--- config.mk ---
export PLATFORM = sky130hd
export DESIGN_NAME = pcs_port4
export DESIGN_NICKNAME = d
export VERILOG_FILES = /design/src/hdl/pcs_pkg.sv /design/src/hdl/pcs_sync2.sv /design/src/hdl/pcs_port4.sv
export SDC_FILE = /design/constraint.sdc
export NUM_CORES = 1
export LEC_CHECK = 0
export CAP_MARGIN = 15
export CORE_ASPECT_RATIO = 1.4
export CORE_MARGIN = 2
export CORE_UTILIZATION = 69
export CTS_CLUSTER_DIAMETER = 120
export CTS_CLUSTER_SIZE = 14
export DETAILED_ROUTE_END_ITERATION = 10
export DONT_BUFFER_PORTS = 1
export PLACE_DENSITY = 0.93
export SYNTH_ARGS = -nofsm -noshare
export SYNTH_HDL_FRONTEND = slang
export SYNTH_HIERARCHICAL = 1
export SYNTH_SLANG_ARGS = --single-unit
--- constraint.sdc ---
create_clock -name core_clk_i -period 5.4 [get_ports core_clk_i]
set_input_delay 0.81 -clock core_clk_i [delete_from_list [all_inputs] [get_ports core_clk_i]]
set_output_delay 0.81 -clock core_clk_i [all_outputs]
set_load 0.01 [all_outputs]
--- src/hdl/pcs_pkg.sv ---
/*
 * Package for the port 4 chip-select strobe block: register offsets, field
 * positions, reset values and mode encodings.
 * Assumes an APB slave with 32-bit data, one register per aligned word.
 */
package pcs_pkg;

    // Register indices (byte address = index * 4, printed offsets are not word aligned)
    localparam logic [7:0] IDX_STROBE_POLARITY = 8'hae;
    localparam logic [7:0] IDX_LOW_PINS_CFG = 8'hc2;
    localparam logic [7:0] IDX_HIGH_PINS_CFG = 8'hc3;
    localparam logic [7:0] IDX_PORT4_DATA = 8'hd8;
    // Pin 0 base bytes have fixed indices; pins 1..3 use IDX_BASE_ADDR_FIRST + 2*pin + (0 low, 1 high)
    localparam logic [7:0] IDX_PIN0_BASE_LOW = 8'h84;
    localparam logic [7:0] IDX_PIN0_BASE_HIGH = 8'h85;
    localparam logic [7:0] IDX_BASE_ADDR_FIRST = 8'he0;
    localparam int ADDR_WORD_SHIFT = 2;

    // Field positions
    localparam int CFG_FUN_HI_POS = 6;
    localparam int CFG_CMP_HI_POS = 4;
    localparam int CFG_FUN_LO_POS = 2;
    localparam int CFG_CMP_LO_POS = 0;
    localparam int POL_INV_POS = 4;

    // Reset values
    localparam logic [7:0] RST_POLARITY = 8'h00;
    localparam logic [7:0] RST_CFG = 8'h00;
    localparam logic [7:0] RST_PORT4_DATA = 8'hff;
    localparam logic [7:0] RST_BASE_ADDR = 8'h00;

    // Pin function
    typedef enum logic [1:0] {
        PCS_FUN_GPIO = 2'h0,
        PCS_FUN_READ = 2'h1,
        PCS_FUN_WRITE = 2'h2,
        PCS_FUN_RDWR = 2'h3
    } pcs_fun_t;

    // Address compare length
    typedef enum logic [1:0] {
        PCS_CMP_FULL = 2'h0,
        PCS_CMP_A15_A1 = 2'h1,
        PCS_CMP_A15_A2 = 2'h2,
        PCS_CMP_A15_A8 = 2'h3
    } pcs_cmp_t;

endpackage : pcs_pkg

--- src/hdl/pcs_sync2.sv ---
/*
 * Two flip-flop synchroniser for a bus of pin levels.
 * Assumes the inputs are asynchronous to core_clk_i.
 */
module pcs_sync2 #(
    parameter int WIDTH = 1
) (
    input wire logic core_clk_i,
    input wire logic arst_n_i,
    input wire logic [WIDTH-1:0] async_i,
    output logic [WIDTH-1:0] sync_o
);

    logic [WIDTH-1:0] meta;

    // First stage feeds only the second stage
    always_ff @(posedge core_clk_i or negedge arst_n_i)
    begin
        if (!arst_n_i)
        begin
            meta <= '0;
            sync_o <= '0;
        end
        else
        begin
            meta <= async_i;
            sync_o <= meta;
        end
    end

endmodule : pcs_sync2

--- src/hdl/pcs_port4.sv ---
/*
 * Port 4 chip-select strobe block: four pins driven either from the port
 * data register or as address-decoded read, write or read/write strobes.
 * Assumes an APB master on core_clk_i and the external bus strobes
 * (active-low read and write, 16-bit address) from the CPU on the same clock.
 */
// The APB slave port is this design's own decision.
// Overview of operation
// - Low-pin config bits 7:6 select pin 1 function, coded like pin 3.
// - Low-pin config bits 5:4 set pin 1 compare length, coded like pin 3.
// - Low-pin config bits 3:2 select pin 0 function, coded like pin 3.
// - Low-pin config bits 1:0 set pin 0 compare length, coded like pin 3.
// - Polarity bits 7..4 pick strobe polarity of pins 3..0; one is high.
// - Each pin has a 16-bit base address from high and low byte registers.
// - Port data bits 3..0 drive pins 3..0 in general-purpose mode.
// - Strobes default active low; a set polarity bit makes them active high.
// - Compare length 10 ignores A1 and A0, four addresses match.
// - Write matching a write-strobe pin's masked base asserts its strobe.
// - Function codes: 00 I/O, 01 read, 10 write, 11 read/write strobe.
// - Compare codes: 00 all bits, 01 A15-A1, 10 A15-A2, 11 A15-A8.
// - Strobes follow the external read and write strobes of the access.
module pcs_port4 (
    input wire logic core_clk_i,
    input wire logic arst_n_i,
    // APB slave
    input wire logic psel_i,
    input wire logic penable_i,
    input wire logic pwrite_i,
    input wire logic [11:0] paddr_i,
    input wire logic [31:0] pwdata_i,
    output logic [31:0] prdata_o,
    output logic pready_o,
    output logic pslverr_o,
    // External data bus of the CPU
    input wire logic [15:0] ext_addr_i,
    input wire logic ext_rd_n_i,
    input wire logic ext_wr_n_i,
    // Port 4 pins
    input wire logic [3:0] port4_pin_i,
    output logic [3:0] port4_pin_o,
    output logic [3:0] port4_pin_oe_o
);

    import pcs_pkg::*;

    ////////////////////////////////////////////////////////////////////////
    // Helpers

    function automatic logic [15:0] cmp_mask(input logic [1:0] len);
        case (pcs_cmp_t'(len))
            PCS_CMP_FULL: cmp_mask = 16'hffff;
            PCS_CMP_A15_A1: cmp_mask = 16'hfffe;
            PCS_CMP_A15_A2: cmp_mask = 16'hfffc;
            default: cmp_mask = 16'hff00;
        endcase
    endfunction : cmp_mask

    function automatic logic word_hit(input logic [11:0] addr, input logic [7:0] idx);
        word_hit = (addr[11:ADDR_WORD_SHIFT] == {2'h0, idx});
    endfunction : word_hit

    // Base byte number 0..7 to register index; pin 0 sits apart from the rest
    function automatic logic [7:0] base_idx(input int i);
        if (i == 0)
        begin
            base_idx = IDX_PIN0_BASE_LOW;
        end
        else if (i == 1)
        begin
            base_idx = IDX_PIN0_BASE_HIGH;
        end
        else
        begin
            base_idx = IDX_BASE_ADDR_FIRST + 8'(i);
        end
    endfunction : base_idx

    ////////////////////////////////////////////////////////////////////////
    // Registers

    logic [7:0] strobe_polarity;
    logic [7:0] low_pins_strobe_config;
    logic [7:0] high_pins_strobe_config;
    logic [7:0] port4_data;
    logic [7:0] base_addr_byte [8];

    logic apb_write;
    logic apb_read;
    logic [3:0] pin_level;

    assign apb_write = psel_i && penable_i && pwrite_i;
    assign apb_read = psel_i && penable_i && !pwrite_i;

    // Zero-wait slave; every access completes in its first access cycle
    assign pready_o = 1'b1;

    always_ff @(posedge core_clk_i or negedge arst_n_i)
    begin
        if (!arst_n_i)
        begin
            strobe_polarity <= RST_POLARITY;
            low_pins_strobe_config <= RST_CFG;
            high_pins_strobe_config <= RST_CFG;
            port4_data <= RST_PORT4_DATA;
        end
        else if (apb_write)
        begin
            if (word_hit(paddr_i, IDX_STROBE_POLARITY))
            begin
                // Low nibble reserved, reads back zero
                strobe_polarity <= {pwdata_i[7:4], 4'h0};
            end
            else if (word_hit(paddr_i, IDX_LOW_PINS_CFG))
            begin
                low_pins_strobe_config <= pwdata_i[7:0];
            end
            else if (word_hit(paddr_i, IDX_HIGH_PINS_CFG))
            begin
                high_pins_strobe_config <= pwdata_i[7:0];
            end
            else if (word_hit(paddr_i, IDX_PORT4_DATA))
            begin
                port4_data <= pwdata_i[7:0];
            end
        end
    end

    always_ff @(posedge core_clk_i or negedge arst_n_i)
    begin
        if (!arst_n_i)
        begin
            for (int i = 0; i < 8; i++)
            begin
                base_addr_byte[i] <= RST_BASE_ADDR;
            end
        end
        else if (apb_write)
        begin
            for (int i = 0; i < 8; i++)
            begin
                if (word_hit(paddr_i, base_idx(i)))
                begin
                    base_addr_byte[i] <= pwdata_i[7:0];
                end
            end
        end
    end

    ////////////////////////////////////////////////////////////////////////
    // Read path

    logic base_hit;
    logic [2:0] base_num;

    // Base bytes are not one contiguous run, so search all eight
    always_comb
    begin
        base_hit = 1'b0;
        base_num = 3'h0;
        for (int i = 0; i < 8; i++)
        begin
            if (word_hit(paddr_i, base_idx(i)))
            begin
                base_hit = 1'b1;
                base_num = 3'(i);
            end
        end
    end

    logic [7:0] next_rdata;
    logic next_slverr;

    always_comb
    begin
        next_rdata = 8'h00;
        next_slverr = 1'b0;
        if (word_hit(paddr_i, IDX_STROBE_POLARITY))
        begin
            next_rdata = strobe_polarity;
        end
        else if (word_hit(paddr_i, IDX_LOW_PINS_CFG))
        begin
            next_rdata = low_pins_strobe_config;
        end
        else if (word_hit(paddr_i, IDX_HIGH_PINS_CFG))
        begin
            next_rdata = high_pins_strobe_config;
        end
        else if (word_hit(paddr_i, IDX_PORT4_DATA))
        begin
            // Upper bits read latch, lower bits show the pin levels
            next_rdata = {port4_data[7:4], pin_level};
        end
        else if (base_hit)
        begin
            next_rdata = base_addr_byte[base_num];
        end
        else
        begin
            next_slverr = 1'b1;
        end
    end

    // Read data is combinational off the held address, driven only in a read's access phase, zero otherwise
    assign prdata_o = apb_read ? {24'h0, next_rdata} : 32'h0;
    assign pslverr_o = psel_i && penable_i && next_slverr;

    ////////////////////////////////////////////////////////////////////////
    // Pin inputs

    pcs_sync2 #(
        .WIDTH(4)
    ) u_pin_sync (
        .core_clk_i(core_clk_i),
        .arst_n_i(arst_n_i),
        .async_i(port4_pin_i),
        .sync_o(pin_level)
    );

    ////////////////////////////////////////////////////////////////////////
    // Strobe decode

    logic [1:0] pin_fun [4];
    logic [1:0] pin_cmp [4];
    logic [3:0] strobe_active;
    logic [3:0] addr_hit;
    logic [15:0] pin_mask [4];
    logic [3:0] next_pin;
    logic [3:0] next_oe;

    always_comb
    begin
        pin_fun[3] = high_pins_strobe_config[CFG_FUN_HI_POS +: 2];
        pin_cmp[3] = high_pins_strobe_config[CFG_CMP_HI_POS +: 2];
        pin_fun[2] = high_pins_strobe_config[CFG_FUN_LO_POS +: 2];
        pin_cmp[2] = high_pins_strobe_config[CFG_CMP_LO_POS +: 2];
        pin_fun[1] = low_pins_strobe_config[CFG_FUN_HI_POS +: 2];
        pin_cmp[1] = low_pins_strobe_config[CFG_CMP_HI_POS +: 2];
        pin_fun[0] = low_pins_strobe_config[CFG_FUN_LO_POS +: 2];
        pin_cmp[0] = low_pins_strobe_config[CFG_CMP_LO_POS +: 2];
    end

    // Masked compare of the bus address against each pin's base
    always_comb
    begin
        for (int p = 0; p < 4; p++)
        begin
            pin_mask[p] = cmp_mask(pin_cmp[p]);
            addr_hit[p] = (ext_addr_i & pin_mask[p])
                          == ({base_addr_byte[2 * p + 1], base_addr_byte[2 * p]} & pin_mask[p]);
        end
    end

    always_comb
    begin
        for (int p = 0; p < 4; p++)
        begin
            case (pcs_fun_t'(pin_fun[p]))
                PCS_FUN_READ: strobe_active[p] = addr_hit[p] && !ext_rd_n_i;
                PCS_FUN_WRITE: strobe_active[p] = addr_hit[p] && !ext_wr_n_i;
                PCS_FUN_RDWR: strobe_active[p] = addr_hit[p] && (!ext_rd_n_i || !ext_wr_n_i);
                default: strobe_active[p] = 1'b0;
            endcase
            if (pin_fun[p] == PCS_FUN_GPIO)
            begin
                // Quasi-bidirectional: drive only a low, a one lets the pin float high
                next_pin[p] = port4_data[p];
                next_oe[p] = !port4_data[p];
            end
            else
            begin
                next_pin[p] = strobe_active[p] ~^ strobe_polarity[POL_INV_POS + p];
                next_pin[p] = !next_pin[p] ? 1'b0 : 1'b1;
                next_oe[p] = 1'b1;
            end
        end
    end

    // Registered pins: strobes lag the bus strobes by one clock, a trade for clean outputs
    always_ff @(posedge core_clk_i or negedge arst_n_i)
    begin
        if (!arst_n_i)
        begin
            port4_pin_o <= 4'hf;
            port4_pin_oe_o <= 4'h0;
        end
        else
        begin
            port4_pin_o <= next_pin;
            port4_pin_oe_o <= next_oe;
        end
    end

endmodule : pcs_port4

== Yosys cells after proc, flatten, opt, wreduce, memory -nomap -nowiden ==
Index checks and enable logic that the tools add are counted.
Word-level totals
  flip-flop bits (word level): 108
  input bits: 71
  word-level logic and storage cells: 178
Cells by class
  $lt $le $gt $ge: 1
  eq/ne operators: 44
  multiplexer cells: 57
  bitwise operators: 16
  reductions and logical operators: 44
Operator list (count)
  16-bit AND: 8
  8-bit 2-to-1 mux: 16
  10-bit by 8-bit equality test with 1-bit output, second input constant: 12
  8-bit case mux with 3 select lines: 4
  10-bit by 8-bit equality test with 1-bit output: 8
  16-bit equality test: 4
  1-bit 2-to-1 mux: 26
  8-bit binary-select mux with 3-bit select: 1
  2-bit equality test, second input constant: 12
  3-bit 2-to-1 mux: 6
  2-bit AND reduction: 9
  2-bit by 1-bit equality test with 1-bit output, second input constant: 8
  1-bit logical AND: 16
  2-bit logical NOT: 8
  1-bit case mux with 3 select lines: 4
  1-bit logical NOT: 7
  5-bit AND reduction: 1
  4-bit >= comparator, second input constant: 1
  3-bit inverter with 4-bit output: 1
  4-bit AND reduction: 1
  1-bit bitwise XNOR: 4
  1-bit inverter: 3
  3-bit AND reduction: 1
  1-bit logical OR: 1

== Logic depth before layout (Yosys ltp) ==
Gate-level depths: netlist of run 1.
  depth after elaboration: 18
  depth in mapped cells: 9
  depth with buffers taken out: 6

== Modules after synthesis ==
Netlist of run 1, hierarchy kept.
By module, submodules not included
  pcs_port4: instances 1, cells an instance 565, area each 6044.5 µm²
  pcs_sync2: instances 1, cells an instance 8, area each 200.2 µm²

== Worst setup path after synthesis of run 1 ==
Ideal clock, no wire load.
  path kind: input to output
  from: input port paddr_i[5]
  to: output port prdata_o[1]
  arrival time: 2.358 ns
  required time: 4.590 ns
  path slack: 2.232 ns
  stages: 7
  path buffers: 1
  path through: buf_2 nor3b_1 and4_2 nor2_8 mux2i_1 a211o_1 a31oi_1
On the way
  word-level cells in the longest chain between the ends: 18
  elaborated cells between the ends (all ways): 37
  those cells by class: 12 x eq/ne; 24 x mux; 1 x bitwise
RTL lines
  start: declaration: line pcs_port4.sv:29  | input wire logic [11:0] paddr_i,
  10-bit by 8-bit equality test with 1-bit output: line pcs_port4.sv:59  | word_hit = (addr[11:ADDR_WORD_SHIFT] == {2'h0, idx});
  1-bit 2-to-1 mux: line pcs_port4.sv:162  | if (word_hit(paddr_i, base_idx(i)))
  3-bit 2-to-1 mux (6 in a row): line pcs_port4.sv:162
  3-bit inverter with 4-bit output (not written as such): line pcs_port4.sv:196  | next_rdata = base_addr_byte[base_num];
  8-bit binary-select mux with 3-bit select: line pcs_port4.sv:196
  8-bit 2-to-1 mux (not written as such) (2 in a row): line pcs_port4.sv:196
  8-bit 2-to-1 mux: line pcs_port4.sv:194  | else if (base_hit)
  8-bit 2-to-1 mux: line pcs_port4.sv:189  | else if (word_hit(paddr_i, IDX_PORT4_DATA))
  8-bit 2-to-1 mux: line pcs_port4.sv:185  | else if (word_hit(paddr_i, IDX_HIGH_PINS_CFG))
  8-bit 2-to-1 mux: line pcs_port4.sv:181  | else if (word_hit(paddr_i, IDX_LOW_PINS_CFG))
  8-bit 2-to-1 mux *: line pcs_port4.sv:177  | if (word_hit(paddr_i, IDX_STROBE_POLARITY))
  8-bit 2-to-1 mux *: line pcs_port4.sv:205  | assign prdata_o = apb_read ? {24'h0, next_rdata} : 32'h0;
  end: declaration: line pcs_port4.sv:31  | output logic [31:0] prdata_o,
Every way passes the cells marked *; elsewhere a longest branch is shown, timed or not. The select of a mux whose other input is x is not followed.

== Final worst setup path of run 1 ==
  from: input port paddr_i[3]
  to: output port prdata_o[1]
Same word-level chain as after synthesis.

==> impl_results.md, run 1 <==
* Relative slew slack at 43.9%
* Adder-cell share of the synthesized area at 0%
* Async SR Flop Fraction at 100%
* Crit path launch: paddr_i[3]
* Final wirelength at 16300 um
* Largest family of logic cells by synthesized area: multiplexers
* Max-cap violations at 0
* Critical R2R Capture: port4_pin_o[2]$_DFF_PN1_
* Row count at 41
* Routability congestion estimate at 0.988
* Hold violation total from the final report at 0
* DR iter-0 viols at ~650
* Number of synthesized flops with an enable pin at 0
* Htree depth at 3
* Clock-pin slew on the worst setup and hold paths at 0.07 ns
* Post-Syn Instances at 573
* Die area at 9840 um2
* Avg Cell Area, Syn at 10.9 um2
* WL/cell at 24.2 um
* WS Path Type: input pin to output pin
* Nets at 630
* Post-Route Skew at between 0.005 and 0.006 ns
* Mux contribution to synthesized area at 18.3%
* DR vias at 4585
* Die Wd at about 84 um
* Setup bufs post-CTS at 0
* Number of buffers created by CTS at 9
* Area growth syn-to-layout at 3.97%
* Global-route wire length before repair at 25500 um
* Post-CTS sizing at 0
* Buf/Inv on CP at 0
* Final Power at approximately 0.0016 W
* Grt ovf at 0
* Post-layout min period at 3.59 ns
* Setup slack, reg-to-reg at around 3.2 ns
* Total GRT Usage at 34.4%
* Port bufs at 0
* CP Depth at 6
* Primary FF master, synth: dfrtp_1
* Final setup fails at 0
* Core area at between 8000 and 9000 um2
* I/O pin total at 113
* CP top delay family: simple AND/OR/NAND/NOR gates
* Post-DR vias/cell at 6.83
* Diode count at 0
* Count of unique library cells instantiated by Yosys at 61
* Initial Utilization at 70.0%
* Pre-Repair DR Iteration Count at 6
* Post-CTS Hold Buffers at 0
* Power Density at ~250 nW/um2
* Synth Warn # at 6
* TritonCTS clock tree: done
* Outcome: complete, no violations
* Slew @ Worst Pin at 0.837 ns
* Register area share after synthesis at a little over two fifths
* IR drop worst, VDD at 280 uV
* Clock latency on the worst-skew pair at 0.35 ns
* Hold Path Class: input pin to asynchronous set/reset pin
* Synth Area in Compound Gates at 8.82%
* Final Max Slew Viols at 0
* Crit path to: prdata_o[1]
* Fmax achieved at 0.279 GHz
* Placed cells at 655
* Initial antenna violation count at 0
* Ratio of cells with drive above 1 in the final layout at 24.6%
* Pin count of the biggest net entering global routing at 109
* Largest stage delay, worst path at 0.50 ns
* Max FO, Critical Path at 9
* RR Startpoint: base_addr_byte[30]$_DFFE_PN0P_
* Arr. time, crit path at between 2 and 3 ns
* Worst Setup Start Kind: input pin
* Worst EP required at 4.59 ns
* # clock sinks at 108
* Clock buffer depth at 2
* Synth Area in XOR/XNOR at approximately a tenth
* Fin Setup TNS at 0 ns
* Simple-Gate Fraction of Synth Area at 14.6%
* CP Cell Sequence: nor2b_1, nand4_1, nand2_2, nand2_1, a311o_1, a31oi_1
* CP Capture Type: output pin
* Die height at 117 um
* Flops & latches, synth at about 110
* Post-route clock period utilization at 66.5%
* LEAKAGE at 3.06 nW
* DP Wirelength at 11900 um
* Final Non-Filler Cells at 671
* Number of routed nets with antenna violations at 0
* Mapped cell area at 6240 um2
* Worst Reg-to-Reg Cells at 6
* Detailed-route DRC error count at 0
* Root buf cell: clkbuf_16
* Vias in the first global route at 4659
* Crit path max-delay cell type: nor2b_1
* RSZ-0062 raised after global routing: false
## worst min-delay path by stage
stage                                endpoint  slack, ns  cells after the start
2_1_floorplan  u_pin_sync/sync_o[0]$_DFF_PN0_       0.33                      0
3_3_place_gp   u_pin_sync/sync_o[0]$_DFF_PN0_       0.33                      0
3_5_place_dp   u_pin_sync/sync_o[3]$_DFF_PN0_       0.34                      0
4_1_cts         base_addr_byte[9]$_DFFE_PN0P_       0.15                      0
5_1_grt        strobe_polarity[5]$_DFFE_PN0P_       0.14                      0
6_report          port4_pin_oe_o[3]$_DFF_PN0_       0.16                      0
## routing by layer
metal | wire [um] | global-route usage [%] | vias up
met1 | 5600 | 39.6 | 2223
met2 | 8130 | 58.0 | 284
met4 | 1190 | 22.1 | 0
met5 | 0 | 0 | -
met3 | 1360 | 8.06 | 92
li1 | - | - | 1986
## area by class of cell
class | instances | area, um2
multi-input cells | 435 | 3290
flip-flops and latches | 108 | 2720
fillers | 614 | 2430
clock buffers | 11 | 243
well taps | 107 | 134
clock inverters | 5 | 82.6
inverters | 4 | 15.0
repair buffers | 1 | 7.51
## Yosys cell counts (5+ instances only)
master,n,area share [%]
dfrtp_1,96,38
buf_4,26,3.1
nor3_1,5,0.40
dfstp_2,12,5.0
a211oi_1,10,1.2
o221ai_1,6,0.84
xor2_1,64,9.0
buf_2,7,0.56
o22ai_1,6,0.60
nand2_1,39,2.3
nor4_1,14,1.4
o21ai_0,11,0.88
a31oi_1,10,1.0
nand2b_1,7,0.70
nor2_1,22,1.3
mux2i_1,13,2.1
a21oi_1,18,1.4
clkbuf_1,12,0.72
nand3_1,19,1.5
nor2b_1,14,1.4
mux2_2,89,16
## state kept, by name, summed over array words and instances, names as in the netlist
signal / flops
port4_pin_o: 4
low_pins_strobe_config: 8
base_addr_byte: 64
high_pins_strobe_config: 8
u_pin_sync/sync_o: 4
strobe_polarity: 4
port4_data: 8
u_pin_sync/meta: 4
port4_pin_oe_o: 4
## where the power goes
part	internal [W]	switching [W]	total (W)	leakage, nW
Combinational	0.0000254	0.0000375	0.0000629	1.49
Clock	0.000422	0.000292	0.000714	0.161
Sequential	0.000816	0.00000430	0.000820	1.42
## kinds of logic after synthesis
family          after synthesis
simple gates                157
flops                       108
mux                         103
compound gates               82
xor+xnor                     68
buf+inv                      53
other cells                   2
## cell usage in the layout (no fill, tap or decap), drive strengths merged, types with 11 or more instances in the layout
| cell | n |
|---|---|
| dfstp | 12 |
| nand2 | 42 |
| nor2 | 26 |
| o21ai | 11 |
| nor2b | 14 |
| a21oi | 18 |
| xor2 | 64 |
| mux2 | 90 |
| mux2i | 13 |
| conb | 25 |
| nor4 | 17 |
| clkbuf | 11 |
| dfrtp | 96 |
| nand3 | 19 |
## stage by stage
stage	area [um2]	hold WS, ns	setup slack [ns]	util [%]
floorplan	6330	0.331	2.23	-
global placement	6170	0.334	1.88	69.1
detailed placement	6170	0.336	1.88	69.1
CTS	6490	0.149	1.84	72.7
global route	6490	0.143	1.70	72.7
finish	6490	0.162	1.81	72.7
No activity file was read; power rests on OpenSTA's default activity.
==> run 2, diff against run 1 <==
Settings changed: CORE_UTILIZATION 69 to 58, PLACE_DENSITY 0.93 to 0.84.
Clock period 5.4 ns to 3.3 ns, I/O delays scaled along.
==> impl_results.md, run 2 (synthesis gave the netlist of run 1 again) <==
* Outcome: complete, no violations
* Worst Reg-to-Reg Cells at 6
* Final setup fails at 0
* Setup bufs post-CTS at 0
* Area after DPL at 6230 um2
* Commonest non-fill, non-tap cell in the layout: dfrtp_1
* Number of routed nets with antenna violations at 0
* Largest Register: base_addr_byte
* Max reg flops at 64
* Final Power at between 0.002 and 0.003 W
* Nets at 635
* Worst Setup Slack, final at 0.398 ns
* Post-route clock period utilization at 87.9%
* TritonCTS clock tree: done
* Diode count at 0
* Initial antenna violation count at 0
* I/O pin total at 113
* Fillers at around 830
* Post-Route Skew at 0.00841 ns
* DR WL met2 at 8610 um
* Arr. time, crit path at 2.41 ns
* DR vias at 4546
* Final wirelength at around 17000 um
* Post-DR vias/cell at ~6.4
* Vias in the first global route at 4735
* Area growth syn-to-layout at 5.03%
* Die Wd at 91.7 um
* Top Layer Used: met4
* Clock buffer depth at 2
* Largest stage delay, worst path at about 0.47 ns
* Max FO, Critical Path at 7
* Htree depth at 3
* IR drop worst, VDD at around 280 uV
* RSZ-0062 raised after global routing: false
* Post-CTS sizing at 0
* Power Density at 389 nW/um2
* Fin Setup TNS at 0 ns
* Pin count of the biggest net entering global routing at 106
* Grt ovf at 0
* Clock-pin slew on the worst setup and hold paths at 0.06 ns
* Row count at 44
* Relative slew slack at 45.1%
* Final Cell Area at 6560 um2
* Port bufs at 0
* Pre-Repair DR Iteration Count at 5
* DP Wirelength at 12000 um
* # clock sinks at 108
* DP Worst Slack at 0.457 ns
* WL/cell at around 24 um
* Max-cap violations at 0
* Routability congestion estimate at 1.01
* Die area at 11600 um2
* Final Max Slew Viols at 0
* Buf/Inv on CP at 0
* WL met1 at roughly 6000 um
* LEAKAGE at 3.08 nW
* CP Capture Type: output pin
* Critical R2R Capture: port4_pin_o[3]$_DFF_PN1_
* CP Cell Sequence: nor4b_2, nand4_1, nand2_2, nand2_1, a311o_1, a31oi_1
* Clock latency on the worst-skew pair at 0.36 ns
* RR Startpoint: base_addr_byte[12]$_DFFE_PN0P_
* DR iter-0 viols at slightly below 500
* Hold violation total from the final report at 0
* Initial Utilization at around three fifths
* Number of buffers created by CTS at 9
* Metal3 WL at 1240 um
* Crit path max-delay cell type: nor4b_2
* Highest-count cells in the layout ignoring fill and taps: 96 x dfrtp_1, 89 x mux2_2, 64 x xor2_1
* Core area at ~10000 um2
* Slew @ Worst Pin at 0.818 ns
* Fmax achieved at around 0.34 GHz
* Total GRT Usage at 30.1%
* Worst EP required at ~2.8 ns
* Hold Slack at 0.0733 ns
* Detailed-route DRC error count at 0
* Root buf cell: clkbuf_16
* Post-layout min period at 2.90 ns
* Post-CTS Hold Buffers at 2
* CP top delay family: simple AND/OR/NAND/NOR gates
* Ratio of cells with drive above 1 in the final layout at approximately 25%
* Global-route wire length before repair at 26400 um
* Hold Path Class: input pin to asynchronous set/reset pin
* Worst Setup Start Kind: input pin
* WS Path Type: input pin to output pin
* Setup slack, reg-to-reg at between 1 and 1.5 ns
* Die height at 127 um
## run 2: cell count changes in the layout (fill, tap and decap cells not counted)
| cell | change |
|---|---|
| buf_4 | +3 |
| buf_16 | +1 |
| bufinv_16 | -1 |
| clkbuf_1 | +1 |
| clkbuf_8 | -1 |
| clkinv_4 | +1 |
| clkinvlp_4 | +1 |
| dlygate4sd3_1 | +1 |
| inv_6 | -1 |
## run 2: final cells by class
| type | instances | area (um2) | area share (%) |
|---|---|---|---|
| multi-input combinational | 435 | 3290 | 50.2 |
| sequential | 108 | 2720 | 41.4 |
| clock buffer | 11 | 233 | 3.55 |
| tap | 138 | 173 | 2.63 |
| timing repair buffer | 6 | 67.6 | 1.03 |
| clock inverter | 5 | 60.1 | 0.916 |
| inverter | 4 | 15.0 | 0.229 |
## run 2: worst max path at each step
stage / startpoint / endpoint / slack [ns] / depth (start not counted)
after floorplan: paddr_i[5] / prdata_o[1] / 0.76 / 7
after global placement: paddr_i[8] / prdata_o[7] / 0.46 / 6
after detailed placement: paddr_i[8] / prdata_o[7] / 0.46 / 6
after CTS: paddr_i[8] / prdata_o[7] / 0.45 / 6
after global routing: paddr_i[11] / prdata_o[1] / 0.27 / 6
final: paddr_i[8] / prdata_o[1] / 0.40 / 6
## run 2: per-layer routing
metal  up-vias  global-route usage (%)
li1       1987                       -
met5         -                       0
met1      2273                    34.2
met4         0                    17.5
met2       220                    50.7
met3        66                    8.02
## run 2: where the power goes
group | internal (W) | switching [W] | leakage (nW)
Sequential | 0.00134 | 0.00000701 | 1.42
Combinational | 0.0000474 | 0.0000879 | 1.52
Clock | 0.000592 | 0.000482 | 0.140
## run 2: metrics by stage
step / std cells / util (%)
3_3_place_gp: 689 / 59.9
3_5_place_dp: 689 / 59.9
4_1_cts: 707 / 63.0
2_1_floorplan: 596 / -
6_report: 707 / 63.0
5_1_grt: 707 / 63.0
